==> config.mk <==
export PLATFORM = sky130hd
export DESIGN_NAME = ppom_port
export DESIGN_NICKNAME = d
export VERILOG_FILES = /design/src/ppom_pkg.sv /design/src/ppom_port.sv
export SDC_FILE = /design/constraint.sdc
export NUM_CORES = 1
export LEC_CHECK = 0
export BUFFER_PORTS_ARGS = -buffer_cell sky130_fd_sc_hd__buf_2
export CAP_MARGIN = 10
export CORE_ASPECT_RATIO = 1.4
export CORE_MARGIN = 3
export CORE_UTILIZATION = 48
export DETAILED_ROUTE_END_ITERATION = 6
export PLACE_DENSITY_LB_ADDON = 0.1
export SETUP_SLACK_MARGIN = 0.5
export SLEW_MARGIN = 30
export SYNTH_ARGS = -nofsm -noshare
export SYNTH_HDL_FRONTEND = slang
export SYNTH_SLANG_ARGS = --single-unit
==> constraint.sdc <==
create_clock -name clk -period 2.1 [get_ports clk]
set_input_delay 0.105 -clock clk [delete_from_list [all_inputs] [get_ports clk]]
set_output_delay 0.105 -clock clk [all_outputs]
set_load 0.01 [all_outputs]
==> src/ppom_pkg.sv <==
// Functional notes
// RULE1 - Pull-up override enable set: pull-up follows override value, except bit 0 which reference select bit 0 forces off
// RULE2 - No pull-up override: pull-up on when {dir, out, pud} is 010
// RULE3 - Direction override enable set: driver enable follows override value
// RULE4 - No direction override: driver enable follows the pin direction bit
// RULE5 - Value override with driver on: pin driven by override value; bits 4, 6, 7 drive peripheral outputs, bit 5 value picks DO or t1 cmp B
// RULE6 - No value override with driver on: pin driven by output bit
// RULE7 - Toggle override enable inverts the pin output bit
// RULE8 - Input gate override enable set: digital input follows override value
// RULE9 - No input gate override: digital input follows awake or sleep state
// RULE10 - Alternate input taken before port synchronizer; receivers synchronise
// RULE11 - Peripherals generate their own override enable and value signals
// RULE12 - Strobes shared per port; clock, sleep, pud shared; overrides per pin
// RULE13 - Reference select bit 0 disables pull-up and driver on bit 0
// RULE14 - Port bits 0..7 feed pin change group 0 sources 0..7
// RULE15 - Outputs: t1 cmp B bit5, t1 cmp A bit6, t0 cmp B bit7, DO bit5, clk bit4
// RULE16 - Inputs: bit3 t0 count, bit4 t1 count, bit7 capture, bit6 serial in
// RULE17 - Writing one to input register bit toggles output bit
// RULE18 - Deep sleep clamps digital input low unless override or interrupt
// RULE19 - After reset all override enables are deasserted
package ppom_pkg;
   localparam int PPOM_WIDTH = 8;
   localparam int PPOM_BIT_REF = 0;
   localparam int PPOM_BIT_T0 = 3;
   localparam int PPOM_BIT_SCK = 4;
   localparam int PPOM_BIT_T1 = 4;
   localparam int PPOM_BIT_DO = 5;
   localparam int PPOM_BIT_CMP_OUT_B_TMR_ONE = 5;
   localparam int PPOM_BIT_CMP_OUT_A_TMR_ONE = 6;
   localparam int PPOM_BIT_SDI = 6;
   localparam int PPOM_BIT_CMP_OUT_B_TMR_ZERO = 7;
   localparam int PPOM_BIT_CAP = 7;
   localparam logic [2:0] PPOM_PULLUP_CODE = 3'h2;
   localparam logic [7:0] PPOM_RST_BYTE = 8'h00;
   localparam logic [31:0] PPOM_RST_WORD = 32'h0000_0000;
   localparam logic [11:0] PPOM_OFS_DIR = 12'h000;
   localparam logic [11:0] PPOM_OFS_OUT = 12'h004;
   localparam logic [11:0] PPOM_OFS_IN = 12'h008;
   localparam logic [11:0] PPOM_OFS_CTRL = 12'h00c;
   localparam logic [11:0] PPOM_OFS_PAD = 12'h010;
   localparam int PPOM_CTRL_PUD = 0;
   localparam int PPOM_CTRL_REFERENCE_SELECT_BIT0 = 1;
   typedef struct packed {
      logic [7:0] pullup_override_enable;
      logic [7:0] pullup_override_value;
      logic [7:0] direction_override_enable;
      logic [7:0] direction_override_value;
      logic [7:0] outval_override_enable;
      logic [7:0] outval_override_value;
      logic [7:0] toggle_override_enable;
      logic [7:0] input_gate_override_enable;
      logic [7:0] input_gate_override_value;
   } ppom_ovr_t;
   typedef struct packed {
      logic [7:0] pullup_on;
      logic [7:0] drive_en;
      logic [7:0] drive_val;
      logic [7:0] input_en;
   } ppom_pad_t;
endpackage

==> src/ppom_port.sv <==
`timescale 1ns/1ps
`default_nettype none
module ppom_port
   import ppom_pkg::*;
(
   input wire logic clk,
   input wire logic rst_n,
   input wire logic psel,
   input wire logic penable,
   input wire logic pwrite,
   input wire logic [11:0] paddr,
   input wire logic [31:0] pwdata,
   output logic [31:0] prdata,
   output logic pready,
   output logic pslverr,
   input wire ppom_ovr_t ovr_in,
   input wire logic deep_sleep,
   input wire logic [7:0] ext_irq_enable,
   input wire logic [7:0] pad_in,
   input wire logic cmp_out_b_tmr_one,
   input wire logic cmp_out_a_tmr_one,
   input wire logic cmp_out_b_tmr_zero,
   input wire logic serial_data_out,
   input wire logic serial_clock_three_wire,
   output ppom_pad_t pad_ctl,
   output logic [7:0] alt_pin_sense,
   output logic [7:0] pin_change_src,
   output logic count_src_zero,
   output logic count_src_one,
   output logic capture_in_tmr_one,
   output logic serial_data_in
);
   // ==========================================
   // Registers and override capture
   logic [7:0] pin_direction_bit;
   logic [7:0] pin_output_bit;
   logic [7:0] sync_stage;
   logic [7:0] pin_input_bit;
   logic global_pullup_disable;
   logic reference_select_bit0;
   ppom_ovr_t ovr;
   logic wr_acc;
   logic rd_acc;
   assign wr_acc = psel && penable && pwrite;
   assign rd_acc = psel && penable && !pwrite;

   // Overrides registered so pad controls leave flip-flops
   always_ff @(posedge clk) begin
      if (!rst_n) begin
         ovr <= '0; // see RULE19
      end else begin
         ovr <= ovr_in; // see RULE11 see RULE12
      end
   end

   // ==========================================
   // Effective per-pin control
   logic [7:0] eff_out;
   logic [7:0] next_drive_en;
   logic [7:0] next_drive_val;
   logic [7:0] next_pullup;
   logic [7:0] next_input_en;
   always_comb begin
      eff_out = pin_output_bit ^ ovr.toggle_override_enable; // see RULE7
      for (int i = 0; i < PPOM_WIDTH; i++) begin
         next_drive_en[i] = ovr.direction_override_enable[i] ?
            ovr.direction_override_value[i] : pin_direction_bit[i]; // see RULE3 see RULE4
         next_drive_val[i] = ovr.outval_override_enable[i] ?
            ovr.outval_override_value[i] : eff_out[i]; // see RULE5 see RULE6
         next_pullup[i] = ovr.pullup_override_enable[i] ? ovr.pullup_override_value[i] :
            ({pin_direction_bit[i], eff_out[i], global_pullup_disable}
             == PPOM_PULLUP_CODE); // see RULE1 see RULE2
         next_input_en[i] = ovr.input_gate_override_enable[i] ?
            ovr.input_gate_override_value[i] :
            (!deep_sleep || ext_irq_enable[i]); // see RULE8 see RULE9 see RULE18
      end
      // Peripheral output routing
      if (ovr.outval_override_enable[PPOM_BIT_CMP_OUT_B_TMR_ONE]) begin
         next_drive_val[PPOM_BIT_CMP_OUT_B_TMR_ONE] = ovr.outval_override_value[PPOM_BIT_CMP_OUT_B_TMR_ONE] ?
            serial_data_out : cmp_out_b_tmr_one; // see RULE15
      end
      if (ovr.outval_override_enable[PPOM_BIT_CMP_OUT_A_TMR_ONE]) begin
         next_drive_val[PPOM_BIT_CMP_OUT_A_TMR_ONE] = cmp_out_a_tmr_one; // see RULE15
      end
      if (ovr.outval_override_enable[PPOM_BIT_CMP_OUT_B_TMR_ZERO]) begin
         next_drive_val[PPOM_BIT_CMP_OUT_B_TMR_ZERO] = cmp_out_b_tmr_zero; // see RULE15
      end
      if (ovr.outval_override_enable[PPOM_BIT_SCK]) begin
         next_drive_val[PPOM_BIT_SCK] = serial_clock_three_wire; // see RULE15
      end
      if (reference_select_bit0) begin
         next_pullup[PPOM_BIT_REF] = 1'b0; // see RULE13
         next_drive_en[PPOM_BIT_REF] = 1'b0; // see RULE13
      end
   end

   always_ff @(posedge clk) begin
      if (!rst_n) begin
         pad_ctl <= '0;
      end else begin
         pad_ctl.pullup_on <= next_pullup;
         pad_ctl.drive_en <= next_drive_en;
         pad_ctl.drive_val <= next_drive_val;
         pad_ctl.input_en <= next_input_en;
      end
   end

   // ==========================================
   // Alternate input delivery
   logic [7:0] gated_in;
   assign gated_in = pad_in & pad_ctl.input_en; // see RULE18
   always_ff @(posedge clk) begin
      if (!rst_n) begin
         alt_pin_sense <= PPOM_RST_BYTE;
         pin_change_src <= PPOM_RST_BYTE;
         count_src_zero <= 1'b0;
         count_src_one <= 1'b0;
         capture_in_tmr_one <= 1'b0;
         serial_data_in <= 1'b0;
      end else begin
         alt_pin_sense <= gated_in; // see RULE10
         pin_change_src <= gated_in; // see RULE14
         count_src_zero <= gated_in[PPOM_BIT_T0]; // see RULE16
         count_src_one <= gated_in[PPOM_BIT_T1]; // see RULE16
         capture_in_tmr_one <= gated_in[PPOM_BIT_CAP]; // see RULE16
         serial_data_in <= gated_in[PPOM_BIT_SDI]; // see RULE16
      end
   end

   // Port synchronizer for software reads
   always_ff @(posedge clk) begin
      if (!rst_n) begin
         sync_stage <= PPOM_RST_BYTE;
         pin_input_bit <= PPOM_RST_BYTE;
      end else begin
         sync_stage <= gated_in;
         pin_input_bit <= sync_stage;
      end
   end

   // ==========================================
   // APB register file
   always_ff @(posedge clk) begin
      if (!rst_n) begin
         pin_direction_bit <= PPOM_RST_BYTE;
      end else if (wr_acc && paddr == PPOM_OFS_DIR) begin
         pin_direction_bit <= pwdata[7:0];
      end
   end

   always_ff @(posedge clk) begin
      if (!rst_n) begin
         pin_output_bit <= PPOM_RST_BYTE;
      end else if (wr_acc && paddr == PPOM_OFS_OUT) begin
         pin_output_bit <= pwdata[7:0];
      end else if (wr_acc && paddr == PPOM_OFS_IN) begin
         pin_output_bit <= pin_output_bit ^ pwdata[7:0]; // see RULE17
      end
   end

   always_ff @(posedge clk) begin
      if (!rst_n) begin
         global_pullup_disable <= 1'b0;
         reference_select_bit0 <= 1'b0;
      end else if (wr_acc && paddr == PPOM_OFS_CTRL) begin
         global_pullup_disable <= pwdata[PPOM_CTRL_PUD];
         reference_select_bit0 <= pwdata[PPOM_CTRL_REFERENCE_SELECT_BIT0];
      end
   end

   logic [31:0] next_prdata;
   logic next_err;
   always_comb begin
      next_prdata = PPOM_RST_WORD;
      next_err = 1'b0;
      if (paddr == PPOM_OFS_DIR) begin
         next_prdata[7:0] = pin_direction_bit;
      end else if (paddr == PPOM_OFS_OUT) begin
         next_prdata[7:0] = pin_output_bit;
      end else if (paddr == PPOM_OFS_IN) begin
         next_prdata[7:0] = pin_input_bit;
      end else if (paddr == PPOM_OFS_CTRL) begin
         next_prdata[PPOM_CTRL_PUD] = global_pullup_disable;
         next_prdata[PPOM_CTRL_REFERENCE_SELECT_BIT0] = reference_select_bit0;
      end else if (paddr == PPOM_OFS_PAD) begin
         next_prdata = pad_ctl;
      end else begin
         next_err = 1'b1;
      end
   end

   // Zero-wait answer registered in the setup cycle
   always_ff @(posedge clk) begin
      if (!rst_n) begin
         pready <= 1'b0;
         pslverr <= 1'b0;
         prdata <= PPOM_RST_WORD;
      end else begin
         pready <= psel && !penable;
         pslverr <= psel && !penable && next_err;
         prdata <= (psel && !penable && !pwrite) ? next_prdata : PPOM_RST_WORD;
      end
   end

   // ==========================================
   // Checks
   a_pullup_override: assert property (@(posedge clk) disable iff (!rst_n)
      ovr.pullup_override_enable[1] |=> pad_ctl.pullup_on[1] == $past(ovr.pullup_override_value[1]))
      else $error("pull-up override not honoured"); // see RULE1
   a_pullup_plain: assert property (@(posedge clk) disable iff (!rst_n)
      (!ovr.pullup_override_enable[2] && !ovr.toggle_override_enable[2])
      |=> pad_ctl.pullup_on[2] == $past({pin_direction_bit[2], pin_output_bit[2],
         global_pullup_disable} == 3'h2))
      else $error("plain pull-up wrong"); // see RULE2
   a_dir_override: assert property (@(posedge clk) disable iff (!rst_n)
      ovr.direction_override_enable[3] |=> pad_ctl.drive_en[3] == $past(ovr.direction_override_value[3]))
      else $error("direction override lost"); // see RULE3
   a_dir_plain: assert property (@(posedge clk) disable iff (!rst_n)
      !ovr.direction_override_enable[2] |=> pad_ctl.drive_en[2] == $past(pin_direction_bit[2]))
      else $error("driver not from direction bit"); // see RULE4
   a_val_plain: assert property (@(posedge clk) disable iff (!rst_n)
      !ovr.outval_override_enable[1] |=> pad_ctl.drive_val[1] == $past(eff_out[1]))
      else $error("output value wrong"); // see RULE6
   a_toggle_inv: assert property (@(posedge clk) disable iff (!rst_n)
      (ovr.toggle_override_enable[1] && !ovr.outval_override_enable[1])
      |=> pad_ctl.drive_val[1] != $past(pin_output_bit[1]))
      else $error("toggle override not inverting"); // see RULE7
   a_input_gate: assert property (@(posedge clk) disable iff (!rst_n)
      ovr.input_gate_override_enable[4] |=> pad_ctl.input_en[4] == $past(ovr.input_gate_override_value[4]))
      else $error("input gate override lost"); // see RULE8
   a_sleep_clamp: assert property (@(posedge clk) disable iff (!rst_n)
      (deep_sleep && !ovr.input_gate_override_enable[5] && !ext_irq_enable[5])
      |=> !pad_ctl.input_en[5])
      else $error("input not clamped in sleep"); // see RULE9
   a_ref_disable: assert property (@(posedge clk) disable iff (!rst_n)
      reference_select_bit0 |=> !pad_ctl.pullup_on[0] && !pad_ctl.drive_en[0])
      else $error("reference pin still driven"); // see RULE13
   a_pin_toggle: assert property (@(posedge clk) disable iff (!rst_n)
      (wr_acc && paddr == PPOM_OFS_IN) |=> pin_output_bit == ($past(pin_output_bit) ^ $past(pwdata[7:0])))
      else $error("pin toggle write failed"); // see RULE17
   a_irq_route: assert property (@(posedge clk) disable iff (!rst_n)
      1'b1 |=> pin_change_src == $past(gated_in))
      else $error("pin change source wrong"); // see RULE14

   // ==========================================
   // Per-pin override and routing checks
   a_pullup_ovr_six: assert property (@(posedge clk) disable iff (!rst_n)
      ovr.pullup_override_enable[6]
      |=> pad_ctl.pullup_on[6] == $past(ovr.pullup_override_value[6]))
      else $error("pull-up override lost on bit 6"); // see RULE1

   a_pullup_plain_three: assert property (@(posedge clk) disable iff (!rst_n)
      !ovr.pullup_override_enable[3] |=> pad_ctl.pullup_on[3] ==
         $past({pin_direction_bit[3], eff_out[3], global_pullup_disable} == PPOM_PULLUP_CODE))
      else $error("plain pull-up wrong on bit 3"); // see RULE2

   a_pud_kills_pullup: assert property (@(posedge clk) disable iff (!rst_n)
      (global_pullup_disable && !ovr.pullup_override_enable[2])
      |=> !pad_ctl.pullup_on[2])
      else $error("pull-up on despite global disable"); // see RULE2

   a_dir_ovr_six: assert property (@(posedge clk) disable iff (!rst_n)
      ovr.direction_override_enable[6]
      |=> pad_ctl.drive_en[6] == $past(ovr.direction_override_value[6]))
      else $error("direction override lost on bit 6"); // see RULE3

   a_dir_plain_seven: assert property (@(posedge clk) disable iff (!rst_n)
      !ovr.direction_override_enable[7]
      |=> pad_ctl.drive_en[7] == $past(pin_direction_bit[7]))
      else $error("driver not from direction bit 7"); // see RULE4

   a_val_ovr_two: assert property (@(posedge clk) disable iff (!rst_n)
      ovr.outval_override_enable[2]
      |=> pad_ctl.drive_val[2] == $past(ovr.outval_override_value[2]))
      else $error("value override lost on bit 2"); // see RULE5

   a_val_ovr_one: assert property (@(posedge clk) disable iff (!rst_n)
      ovr.outval_override_enable[1]
      |=> pad_ctl.drive_val[1] == $past(ovr.outval_override_value[1]))
      else $error("value override lost on bit 1"); // see RULE5

   a_val_plain_three: assert property (@(posedge clk) disable iff (!rst_n)
      !ovr.outval_override_enable[3] |=> pad_ctl.drive_val[3] ==
         $past(pin_output_bit[3] ^ ovr.toggle_override_enable[3]))
      else $error("output value wrong on bit 3"); // see RULE6

   a_toggle_three: assert property (@(posedge clk) disable iff (!rst_n)
      (ovr.toggle_override_enable[3] && !ovr.outval_override_enable[3])
      |=> pad_ctl.drive_val[3] != $past(pin_output_bit[3]))
      else $error("toggle override not inverting bit 3"); // see RULE7

   a_gate_ovr_zero: assert property (@(posedge clk) disable iff (!rst_n)
      ovr.input_gate_override_enable[0]
      |=> pad_ctl.input_en[0] == $past(ovr.input_gate_override_value[0]))
      else $error("input gate override lost on bit 0"); // see RULE8

   a_gate_awake: assert property (@(posedge clk) disable iff (!rst_n)
      (!deep_sleep && !ovr.input_gate_override_enable[6])
      |=> pad_ctl.input_en[6])
      else $error("input disabled while awake"); // see RULE9

   a_irq_keeps_input: assert property (@(posedge clk) disable iff (!rst_n)
      (deep_sleep && ext_irq_enable[6] && !ovr.input_gate_override_enable[6])
      |=> pad_ctl.input_en[6])
      else $error("interrupt pin clamped in sleep"); // see RULE18

   a_alt_sense: assert property (@(posedge clk) disable iff (!rst_n)
      1'b1
      |=> alt_pin_sense == $past(gated_in))
      else $error("alternate input path wrong"); // see RULE10

   a_noref_drive: assert property (@(posedge clk) disable iff (!rst_n)
      (!reference_select_bit0 && !ovr.direction_override_enable[0])
      |=> pad_ctl.drive_en[0] == $past(pin_direction_bit[0]))
      else $error("bit 0 driver wrong without reference"); // see RULE13

   a_route_cmp_a: assert property (@(posedge clk) disable iff (!rst_n)
      ovr.outval_override_enable[PPOM_BIT_CMP_OUT_A_TMR_ONE]
      |=> pad_ctl.drive_val[PPOM_BIT_CMP_OUT_A_TMR_ONE] == $past(cmp_out_a_tmr_one))
      else $error("compare A not routed"); // see RULE15

   a_route_cmp_b0: assert property (@(posedge clk) disable iff (!rst_n)
      ovr.outval_override_enable[PPOM_BIT_CMP_OUT_B_TMR_ZERO]
      |=> pad_ctl.drive_val[PPOM_BIT_CMP_OUT_B_TMR_ZERO] == $past(cmp_out_b_tmr_zero))
      else $error("timer zero compare B not routed"); // see RULE15

   a_route_sck: assert property (@(posedge clk) disable iff (!rst_n)
      ovr.outval_override_enable[PPOM_BIT_SCK]
      |=> pad_ctl.drive_val[PPOM_BIT_SCK] == $past(serial_clock_three_wire))
      else $error("serial clock not routed"); // see RULE15

   a_route_do: assert property (@(posedge clk) disable iff (!rst_n)
      (ovr.outval_override_enable[PPOM_BIT_DO] && ovr.outval_override_value[PPOM_BIT_DO])
      |=> pad_ctl.drive_val[PPOM_BIT_DO] == $past(serial_data_out))
      else $error("serial data out not routed"); // see RULE15

   a_route_cmp_b1: assert property (@(posedge clk) disable iff (!rst_n)
      (ovr.outval_override_enable[PPOM_BIT_CMP_OUT_B_TMR_ONE] && !ovr.outval_override_value[PPOM_BIT_CMP_OUT_B_TMR_ONE])
      |=> pad_ctl.drive_val[PPOM_BIT_CMP_OUT_B_TMR_ONE] == $past(cmp_out_b_tmr_one))
      else $error("timer one compare B not routed"); // see RULE15

   a_count_route: assert property (@(posedge clk) disable iff (!rst_n)
      1'b1 |=> {count_src_zero, count_src_one, capture_in_tmr_one, serial_data_in} ==
         $past({gated_in[PPOM_BIT_T0], gated_in[PPOM_BIT_T1], gated_in[PPOM_BIT_CAP], gated_in[PPOM_BIT_SDI]}))
      else $error("input routing wrong"); // see RULE16

   a_dir_write: assert property (@(posedge clk) disable iff (!rst_n)
      (wr_acc && paddr == PPOM_OFS_DIR)
      |=> pin_direction_bit == $past(pwdata[7:0]))
      else $error("direction write lost"); // see RULE12

   a_ovr_reset: assert property (@(posedge clk)
      !rst_n
      |=> ovr == '0)
      else $error("overrides not cleared by reset"); // see RULE19
endmodule
`default_nettype wire

* After elaboration in Yosys (flattened, before gate mapping) *
Index checks and enable logic that the tools add are counted.
Widths: inputs -> output; s select.

operators by class
  equal/unequal tests = 12
  mux-type cells = 46
  bitwise gates (word level) = 6
  reductions and logical operators = 25

operator list
  cell                 number
  $mux 8               6
  $mux 1               38
  $eq 12x4->1 const B  2
  $eq 3x2->1 const B   8
  $xor 8x8->8          2
  $eq 12x3->1 const B  1
  $eq 12x5->1 const B  1
  $logic_not 12->1     1
  $logic_and 1x1->1    9
  $and 8x8->8          1
  $logic_or 1x1->1     8
  $reduce_or 7->1      1
  $mux 6               1
  $logic_not 1->1      3
  $not 1->1            3
  $mux 2               1
  $reduce_and 2->1     1
  $reduce_bool 2->1    1
  $reduce_or 2->1      1

storage, ports and cells
  bits in registers = 174
  bits of input ports = 143
  output and inout port bits = 86

* Longest topological paths before layout *
Gate-level depths: netlist (run 1).

  word-level depth = 7
  mapped depth = 7

* Least setup slack after synthesis (run 1) *
OpenSTA, ideal clock, no wires.

  kind = in2reg
  start point = input port paddr[9]
  end point = register prdata[0]
  setup time = 0.134 ns
  arrival time = 1.559 ns
  data required time = 1.966 ns
  setup slack = 0.407 ns
  stages = 4
  buffers on the path = 0
  cell sequence = or4_4 or4_4 nor3_4 a221oi_1

on the way
  word-level cells in the longest chain between the ends = 6
  elaborated cells on any way between the ends = 10
  classes of those cells = eq/ne: 4; mux: 5; reduce/logical: 1

ends and longest elaborated chain
  what                  RTL line          source
  from (decl)           ppom_port.sv:11   input wire logic [11:0] paddr,
  $eq 12x5->1           ppom_port.sv:185  end else if (paddr == PPOM_OFS_PAD) begin
  $mux 8                ppom_port.sv:185
  $mux 2                ppom_port.sv:182  end else if (paddr == PPOM_OFS_CTRL) begin
  $mux 8                ppom_port.sv:180  end else if (paddr == PPOM_OFS_IN) begin
  $mux 8                ppom_port.sv:178  end else if (paddr == PPOM_OFS_OUT) begin
  $mux 8 (*)            ppom_port.sv:176  if (paddr == PPOM_OFS_DIR) begin
  to (signal assigned)  ppom_port.sv:201  prdata <= (psel && !penable && !pwrite) ? next_prdata : PPOM_RST_WORD;
  to (decl)             ppom_port.sv:13   output logic [31:0] prdata,

Mark *: on every way between the ends. The rest lies on a longest branch, timed or not.
A chain may end at the register's enable or synchronous reset.

* Final worst setup path (run 1) *
  start point = input port paddr[9]
  end point = register prdata[4]

on the way
  word-level cells in the longest chain between the ends = 6
  elaborated cells on any way between the ends = 10
  classes of those cells = eq/ne: 4; mux: 5; reduce/logical: 1

ends and longest elaborated chain
  what         RTL line
  $eq 12x5->1  ppom_port.sv:185
  $mux 8       ppom_port.sv:185
  $mux 6       ppom_port.sv:182
  $mux 8       ppom_port.sv:180
  $mux 8       ppom_port.sv:178
  $mux 8 (*)   ppom_port.sv:176

Marks and branches as above.

==> qor.csv, run 1 <==
metric;value;unit
initial core utilization;0.499;
number of rows created at floorplan;47;
Crit Path Category;input port to flip-flop;
clock network power share;0.441;
Data arrival, critical path;1790;ps
final hold vios;0;
Slew Viols, Final;0;
most frequent cells in the layout;200 x buf_2, 169 x dfxtp_1, 94 x dlygate4sd3_1;
Final Util;0.715;
Die ar.;13900;um^2
initial antenna violation count;0;
Root Buffer;clkbuf_16;
Placed Cells;908;
largest net degree at the start of global routing;54;
Cell Area, Synth;5990;um^2
Worst-path clk slew;70;ps
dpl hpwl;10600;um
drt initial violations;237;
Yosys warning total;0;
post-CTS setup buffer count;0;
Post-Place Worst Slack;157;ps
Avg Cell Area, Syn;10.1;um^2
fill count;889;
Slew headroom;0.578;
# port buffers;201;
Antenna Nets Post-Route;0;
Post-CTS Resized;0;
Worst VDD drop;526;uV
IO Pins;229;
hold slack;25.4;ps
Power Density;819;nW/um^2
Final TNS setup;0;ps
Post-Route WL;15900;um
Worst-Skew Late Latency;420;ps
ANT cells;0;
Critical Path Source Type;input port;
Net Sw Frac;0.228;
CTS Buf Count;17;
area grow syn2layout;43.3;%
min cycle time layout;1500;ps
final net count;1017;
mean routed wirelength per cell;15.4;um
synth unique cells;44;
final setup vio count;0;
clock buffer depth;2;
number of global-route vias before repair;5208;
GPL Wtd Cong;0.833;
All-Layer GR Usage;0.233;
Worst Setup End Kind;flip-flop;
Hold Buf Count CTS;94;
worst hold path type;input port to flip-flop;
sequential share of power;0.478;
Crit path required time;2380;ps
total grt overflow;0;
RSZ-0062 raised after global routing;no;
Synth Register Bits;169;
Final WS setup;597;ps
CP max FO;7;
status;finished, final reports clean;
CTS sink cnt;169;
commonest non-fill, non-tap cell in the layout;buf_2;
Vias;5132;
# DRC;0;
fin cells;1034;
Static Leak;3.84;nW
Fmax achieved;666;MHz
first-pass GRT wire length;25400;um
Syn Nets;735;
First-pass DRT Iterations;4;
Psw;1.61;mW
layout cell share with drive strength beyond 1;0.309;
Worst Tran Pin Value;632;ps
Final period util;0.716;
Vert. Die Dim;138;um
CTS tree;yes;
combinational share of power;0.081;
Core ar.;12000;um^2
Clock Skew;8.08;ps
cell count after synthesis;592;
maxcap violations;0;
DIE WIDTH;100;um
Pint;5.43;mW
Max H-tree Level;4;
register area share after synthesis;0.565;
via/cell ratio;4.96;
-- synth_stat cells (all sizes together) --
master,count,area share
a31oi,8,0.0084
mux2i,12,0.020
a21oi,9,0.0075
mux2,1,0.0019
buf,17,0.021
and2,109,0.12
dfxtp,169,0.56
or2,4,0.0042
a41o,6,0.010
or3,8,0.0092
nand3b,7,0.0088
and4,1,0.0015
o211ai,4,0.0050
a32oi,1,0.0015
o221ai,2,0.0029
a31o,2,0.0029
xnor2,8,0.012
inv,32,0.020
nor2b,16,0.017
nor4,13,0.017
nand3,4,0.0033
and3,9,0.0094
o21ai,31,0.026
xor2,1,0.0015
clkbuf,26,0.016
or4,2,0.0038
nand2b,4,0.0042
nand4,8,0.0084
o21a,2,0.0025
or3b,1,0.0015
o2111ai,8,0.012
nor3,12,0.014
nand2,32,0.020
a221oi,7,0.010
nor4b,6,0.0088
nor2,10,0.0063
-- sequential cells by signal, summed over array words and instances (netlist names) --
| register | count |
|---|---|
| pready | 1 |
| pad_ctl | 32 |
| reference_select_bit0 | 1 |
| global_pullup_disable | 1 |
| pin_output_bit | 8 |
| pin_direction_bit | 8 |
| pin_input_bit | 8 |
| prdata | 32 |
| capture_in_tmr_one | 1 |
| sync_stage | 7 |
| ovr | 69 |
| pslverr | 1 |
-- critical path, stage by stage --
cell and delay [ps]:
buf_2 100, or4_4 580, or4_4 580, nor3_4 280
a221oi_1 140
-- final timing paths --
path / from / to / slack, ps / depth (start not counted)
worst max-delay path: paddr[9] / prdata[4]$_SDFF_PN0_ / 600 / 5
worst min-delay path: deep_sleep / pad_ctl[4]$_SDFF_PN0_ / 30 / 2
worst max register to register: pin_output_bit[4]$_SDFFE_PN0P_ / pad_ctl[28]$_SDFF_PN0_ / 820 / 4
worst min register to register: pad_ctl[11]$_SDFF_PN0_ / prdata[11]$_SDFF_PP0_ / 450 / 1
-- layout make-up --
class	instances	area [um^2]	share of cell area
Sequential cell	169	3380	0.394
Multi-Input combinational cell	348	2260	0.264
Timing Repair Buffer	306	2040	0.238
Clock buffer	18	429	0.0500
Tap cell	147	184	0.0214
Clock inverter	14	160	0.0187
Inverter	32	120	0.0140
-- metrics by stage --
stage / area (um^2) / power (mW)
CTS: 8580 / 7.08
detailed placement: 7050 / 3.86
global placement: 7050 / 3.85
finish: 8580 / 7.03
floorplan: 5990 / 3.66
global route: 8580 / 7.30
-- per-layer routing --
metal	track usage	share of wire	vias up
met5	0	0	-
met4	0.121	0.041	0
met3	0.0610	0.061	32
met2	0.418	0.52	181
met1	0.243	0.37	2365
li1	-	-	2554
-- power by group through the flow --
stage / combinational, mW / clock (mW) / sequential (mW)
5_1_grt: 0.626 / 3.29 / 3.37
3_3_place_gp: 0.414 / 0 / 3.43
6_report: 0.570 / 3.10 / 3.37
3_5_place_dp: 0.426 / 0 / 3.44
2_1_floorplan: 0.215 / 0 / 3.44
4_1_cts: 0.565 / 3.15 / 3.37
-- cells by family (layout without fill, tap and decap cells) --
| group | Yosys count | count (layout) | share of synthesized area |
|---|---|---|---|
| simple gates | 246 | 246 | 0.254 |
| flops | 169 | 169 | 0.565 |
| compound gates | 80 | 80 | 0.0886 |
| buf+inv | 75 | 370 | 0.0573 |
| mux | 13 | 13 | 0.0219 |
| xor+xnor | 9 | 9 | 0.0132 |
Note: power is estimated with default switching activity, not from simulation.
==> run 2: changes to the inputs <==
Settings changed: CORE_UTILIZATION 48 to 44.
Clock period 2.1 ns to 1.2 ns, I/O delays scaled along.
==> run 2 against run 1 <==
Against the previous run:
- the run now ends with setup timing left
- flip-flop and latch count stayed put
- count of clock-buffer cells in the layout stayed put
- total power is 77% higher
- setup slack worse by 780 ps
- die area is 8.6% higher
- non-clock buffer count is 61 higher
- clock power is 69% higher
==> qor.csv, run 2 (synthesized netlist as in run 1, its figures left out) <==
metric;value;unit;change
status;complete, but fails checks;;
violated checks;setup timing;;
Crit path required time;1550;ps;-830 ps
GPL Wtd Cong;0.857;;+2.9%
Static Leak;4.38;nW;+14%
dpl hpwl;11200;um;+5.1%
min cycle time layout;1380;ps;
Slew headroom;0.738;;+0.160
layout cell share with drive strength beyond 1;0.514;;+0.205
All-Layer GR Usage;0.229;;-0.00352
Psw;2.96;mW;+84%
Worst Setup End Kind;flip-flop;;
initial antenna violation count;0;;unchanged
Max H-tree Level;4;;unchanged
# DRC;0;;unchanged
First-pass DRT Iterations;6;;+2
CP max FO;24;;+17
number of rows created at floorplan;49;;+4.3%
RSZ-0062 raised after global routing;yes;;
mean routed wirelength per cell;16.2;um;+5.5%
most frequent cells in the layout;127 x buf_2, 97 x dlygate4sd3_1, 93 x buf_6;;
sequential share of power;0.474;;-0.004
# port buffers;201;;unchanged
Regs by FF count;ovr: 69 flops, pad_ctl: 32 flops, prdata: 32 flops;;
Net Sw Frac;0.238;;+0.00937
Final WS setup;-185;ps;-782 ps
Worst-path clk slew;60;ps;about the same
hold-critical path depth;4;;+2
combinational share of power;0.105;;+0.024
first-pass GRT wire length;27300;um;+7.5%
Post-Route WL;18300;um;+15%
Worst VDD drop;911;uV;+73%
Fmax achieved;722;MHz;
Data arrival, critical path;1730;ps;-60 ps
fill count;795;;-11%
initial core utilization;0.459;;-0.0406
CTS sink cnt;169;;unchanged
metal3 WL;923;um;-4.6%
Core ar.;13100;um^2;+8.9%
Crit Path Category;input port to flip-flop;;
Vias;5432;;+5.8%
clock buffer depth;2;;unchanged
Worst-Skew Late Latency;410;ps;about the same
Final TNS setup;-5700;ps;-5700 ps
worst hold path type;input port to flip-flop;;
final setup vio count;36;;+36
total grt overflow;0;;unchanged
Pint;9.50;mW;+75%
Power Density;1210;nW/um^2;+48%
Slew Viols, Final;0;;unchanged
area grow syn2layout;72.2;%;
Worst Tran Pin Value;392;ps;-240 ps
final net count;1078;;+6.0%
Critical Path Source Type;input port;;
DIE WIDTH;105;um;+4.2%
Vert. Die Dim;144;um;+4.3%
DR top layer;met4;;
metal2 WL;10100;um;+21%
commonest non-fill, non-tap cell in the layout;buf_2;;
Root Buffer;clkbuf_16;;
largest net degree at the start of global routing;53;;-1.9%
met1 WL;6680;um;+12%
clock network power share;0.421;;-0.020
placed inst area;7470;um^2;+6.0%
via/cell ratio;4.82;;-2.8%
CTS tree;yes;;
CTS Buf Count;17;;unchanged
maxcap violations;0;;unchanged
number of global-route vias before repair;5634;;+8.2%
max reg flops;69;;unchanged
Clock Skew;8.88;ps;+0.804 ps
worst reg2reg path depth;4;;unchanged
Largest Register;ovr;;
Antenna Nets Post-Route;0;;unchanged
final hold vios;0;;unchanged
IO Pins;229;;unchanged
drt initial violations;203;;-14%
hold slack;8.28;ps;-17.2 ps
Final period util;1.15;;
Die ar.;15100;um^2;+8.6%
ANT cells;0;;unchanged
Final Util;0.789;;+0.0740
design area;10300;um^2;+20%
[run 2: changes by cell type in the layout (fill, tap and decap cells not counted), moves of 8 or more]
| cell | delta |
|---|---|
| o21ai_0 | -22 |
| o2111ai_2 | +8 |
| buf_6 | +93 |
| dfxtp_4 | +18 |
| dfxtp_2 | +69 |
| buf_2 | -73 |
| dfxtp_1 | -87 |
| nor4_1 | -11 |
| xnor2_1 | -8 |
| o21ai_1 | +13 |
| o2111ai_1 | -8 |
| buf_4 | +35 |
| o21ai_2 | +9 |
| xnor2_4 | +8 |
[run 2: through the flow]
step | power, mW | setup WS, ps | std cells
6_report | 12.5 | -185 | 1126
5_1_grt | 12.9 | -229 | 1126
3_5_place_dp | 6.84 | -642 | 969
3_3_place_gp | 6.82 | -599 | 969
4_1_cts | 12.5 | -191 | 1121
2_1_floorplan | 6.48 | -448 | 592
[run 2: timing repair]
action | CTS | global route
buffers inserted | 23 | 5
endpoints found under the setup margin | 158 | 167
resized for setup | 163 | 96
hold buffers | 97 | 0
pin swaps | 35 | 16
hold endpoints to repair | 97 | 0
[run 2: layout make-up]
type	instances	area, um^2	area share
clock buffers	18	429	0.0416
inverters	32	120	0.0117
multi-input cells	348	2790	0.270
flip-flops and latches	169	3540	0.343
well taps	178	223	0.0216
repair buffers	367	3070	0.298
clock inverters	14	140	0.0136
[run 2: worst paths after layout]
path	startpoint	slack [ps]	end
max	paddr[10]	-180	prdata[25]$_SDFF_PP0_
min	penable	8	pslverr$_SDFF_PN0_
max reg2reg	pin_output_bit[4]$_SDFFE_PN0P_	120	pin_output_bit[4]$_SDFFE_PN0P_
min reg2reg	ovr[8]$_SDFF_PN0_	460	pad_ctl[0]$_SDFF_PN0_
[run 2: power groups by stage]
| stage | logic, mW | registers (mW) | clock network (mW) |
|---|---|---|---|
| 2_1_floorplan | 0.453 | 6.03 | 0 |
| 3_3_place_gp | 0.818 | 6.01 | 0 |
| 3_5_place_dp | 0.832 | 6.01 | 0 |
| 4_1_cts | 1.22 | 5.91 | 5.33 |
| 5_1_grt | 1.41 | 5.93 | 5.57 |
| 6_report | 1.30 | 5.91 | 5.25 |
[run 2: worst max-delay path: stages]
cell and delay [ps]:
buf_6 90, or4_4 540, buf_6 140, or3_4 370, nor3_4 170, buf_12 190
and2_2 160
[run 2: per-layer routing]
layer  up-vias  track usage
li1       2682            -
met1      2529        0.237
met2       189        0.439
met3        32       0.0545
met4         0        0.104
met5         -            0
==> run 3: changes to the inputs <==
Settings changed: CORE_MARGIN 3 to 2, CORE_UTILIZATION 44 to 48, SKIP_CTS_REPAIR_TIMING set to 1.
Clock period 1.2 ns to 1.46 ns, I/O delays scaled along.
==> run 3 against run 2 <==
Against the previous run:
- the run ends with hold timing left
- register-to-register slack gained 190 ps
- total power is 19% lower
- utilization up 0.053 points
- flip-flop and latch count unchanged
- count of clock-buffer cells in the layout increased by 1
- critical path depth fell by 1
- routed wire length fell by 6.4%
- worst hold slack got worse by 29 ps
- largest cell class unchanged
- highest routed layer unchanged
==> qor.csv, run 3 (synthesized netlist as in run 1, its figures left out) <==
metric;value;unit;change
Worst Setup End Kind;flip-flop;;
IO Pins;229;;unchanged
layout cell share with drive strength beyond 1;0.438;;-0.0757
violated checks;hold timing;;
design area;9680;um^2;-6.1%
Fmax achieved;694;MHz;
Clock Skew;6.99;ps;-1.89 ps
status;complete, but fails checks;;
Vert. Die Dim;136;um;-5.5%
Crit path required time;1760;ps;+210 ps
Largest Register;ovr;;
largest net degree at the start of global routing;88;;+66%
commonest non-fill, non-tap cell in the layout;buf_2;;
ANT cells;0;;unchanged
CTS Buf Count;17;;unchanged
most frequent cells in the layout;143 x buf_2, 113 x dfxtp_1, 93 x and2_1, 93 x dlygate4sd3_1, 63 x buf_6;;
max reg flops;69;;unchanged
worst hold path type;input port to flip-flop;;
Post-Route WL;17100;um;-6.4%
CP max-delay cell;or4_4;;
Root Buffer;clkbuf_16;;
GPL Wtd Cong;0.897;;+4.7%
final net count;1051;;-2.5%
drt initial violations;238;;+17%
Placed Cells;927;;-4.3%
CTS tree;yes;;
mean routed wirelength per cell;16.0;um;-1.5%
Max H-tree Level;4;;unchanged
Critical Path Source Type;input port;;
Final period util;0.987;;
final hold vios;4;;+4
number of rows created at floorplan;48;;-2.0%
Worst Tran Pin Value;415;ps;+22.9 ps
Data arrival, critical path;1740;ps;about the same
Max stage delay on crit path;600;ps;+60 ps
RSZ-0062 raised after global routing;yes;;
min cycle time layout;1440;ps;
crit path buf inv count;2;;-1
via/cell ratio;5.02;;+4.1%
Antenna Nets Post-Route;0;;unchanged
All-Layer GR Usage;0.205;;-0.0247
Core ar.;12300;um^2;-6.2%
number of global-route vias before repair;4538;;-19%
Final TNS setup;0;ps;+5700 ps
fin cells;1070;;-5.0%
dpl hpwl;10400;um;-6.5%
CTS sink cnt;169;;unchanged
Die ar.;13400;um^2;-11%
Power Density;1050;nW/um^2;-13%
initial core utilization;0.489;;+0.0302
Final Util;0.790;;about the same
# DRC;0;;unchanged
clock buffer depth;2;;unchanged
Regs by FF count;ovr: 69 flops, pad_ctl: 32 flops, prdata: 32 flops;;
final setup vio count;0;;-100%
placed inst area;7210;um^2;-3.5%
Crit path max-delay family;simple AND/OR/NAND/NOR gates;;
first-pass GRT wire length;21300;um;-22%
DIE WIDTH;98.4;um;-5.9%
Worst-Skew Late Latency;410;ps;about the same
Worst VDD drop;720;uV;-21%
# port buffers;201;;unchanged
Static Leak;4.17;nW;-4.8%
CP max FO;7;;-71%
Crit Path Category;input port to flip-flop;;
First-pass DRT Iterations;4;;-2
Slew headroom;0.723;;-0.0153
hold slack;-20.4;ps;-28.7 ps
area grow syn2layout;61.6;%;
total grt overflow;0;;unchanged
Slew Viols, Final;0;;unchanged
Worst R2R Setup Slack;310;ps;+190 ps
initial antenna violation count;0;;unchanged
maxcap violations;0;;unchanged
Vias;5373;;-1.1%
worst-path cell chain;buf_6, or4_4, or4_4, nor3_4, buf_6, a221oi_1;;
Worst-path clk slew;60;ps;about the same
## run 3: cell count changes in the layout (fill, tap and decap cells not counted), sizes merged
cell	before	now
buf	270	247
clkinvlp	3	2
clkbuf	18	19
clkinv	5	4
dlygate4sd3	97	93
## run 3: final timing paths
kind                                  startpoint                           endpoint  depth (start not counted)
setup / recovery                       paddr[10]               prdata[6]$_SDFF_PN0_                          6
hold / removal                         pwdata[7]  pin_direction_bit[7]$_SDFFE_PN0P_                          3
setup reg to reg  pin_output_bit[4]$_SDFFE_PN0P_     pin_output_bit[4]$_SDFFE_PN0P_                          4
hold reg to reg           pad_ctl[12]$_SDFF_PN0_              prdata[12]$_SDFF_PP0_                          1
## run 3: stage by stage
step / setup slack, ps / power [mW]
floorplan: -201 / 5.27
global placement: -350 / 5.57
detailed placement: -415 / 5.59
CTS: 31.8 / 9.85
global route: -3.14 / 10.5
finish: 19.0 / 10.2
## run 3: power breakdown
part / switching [mW] / internal (mW) / leakage (nW)
combinational: 0.388 / 0.597 / 2.48
sequential: 0.0957 / 4.77 / 1.41
clock: 1.85 / 2.46 / 0.278
## run 3: area by class of cell
class                   count  area (um^2)
inverters                  32          120
flip-flops and latches    169         3480
fillers                   776         2570
clock buffers              19          453
clock inverters            12          115
well taps                 150          188
multi-input cells         348         2620
repair buffers            340         2700
## run 3: layer usage
layer,up-vias,part of all wire,GRT usage
li1,2625,-,-
met2,193,0.55,0.356
met3,35,0.051,0.0566
met4,0,0.037,0.129
met5,-,0,0
met1,2520,0.36,0.217
## run 3: tightest hold or removal path: stages
cell,delay [ps]
buf_2,120
nand4_1,80
o21ai_0,80
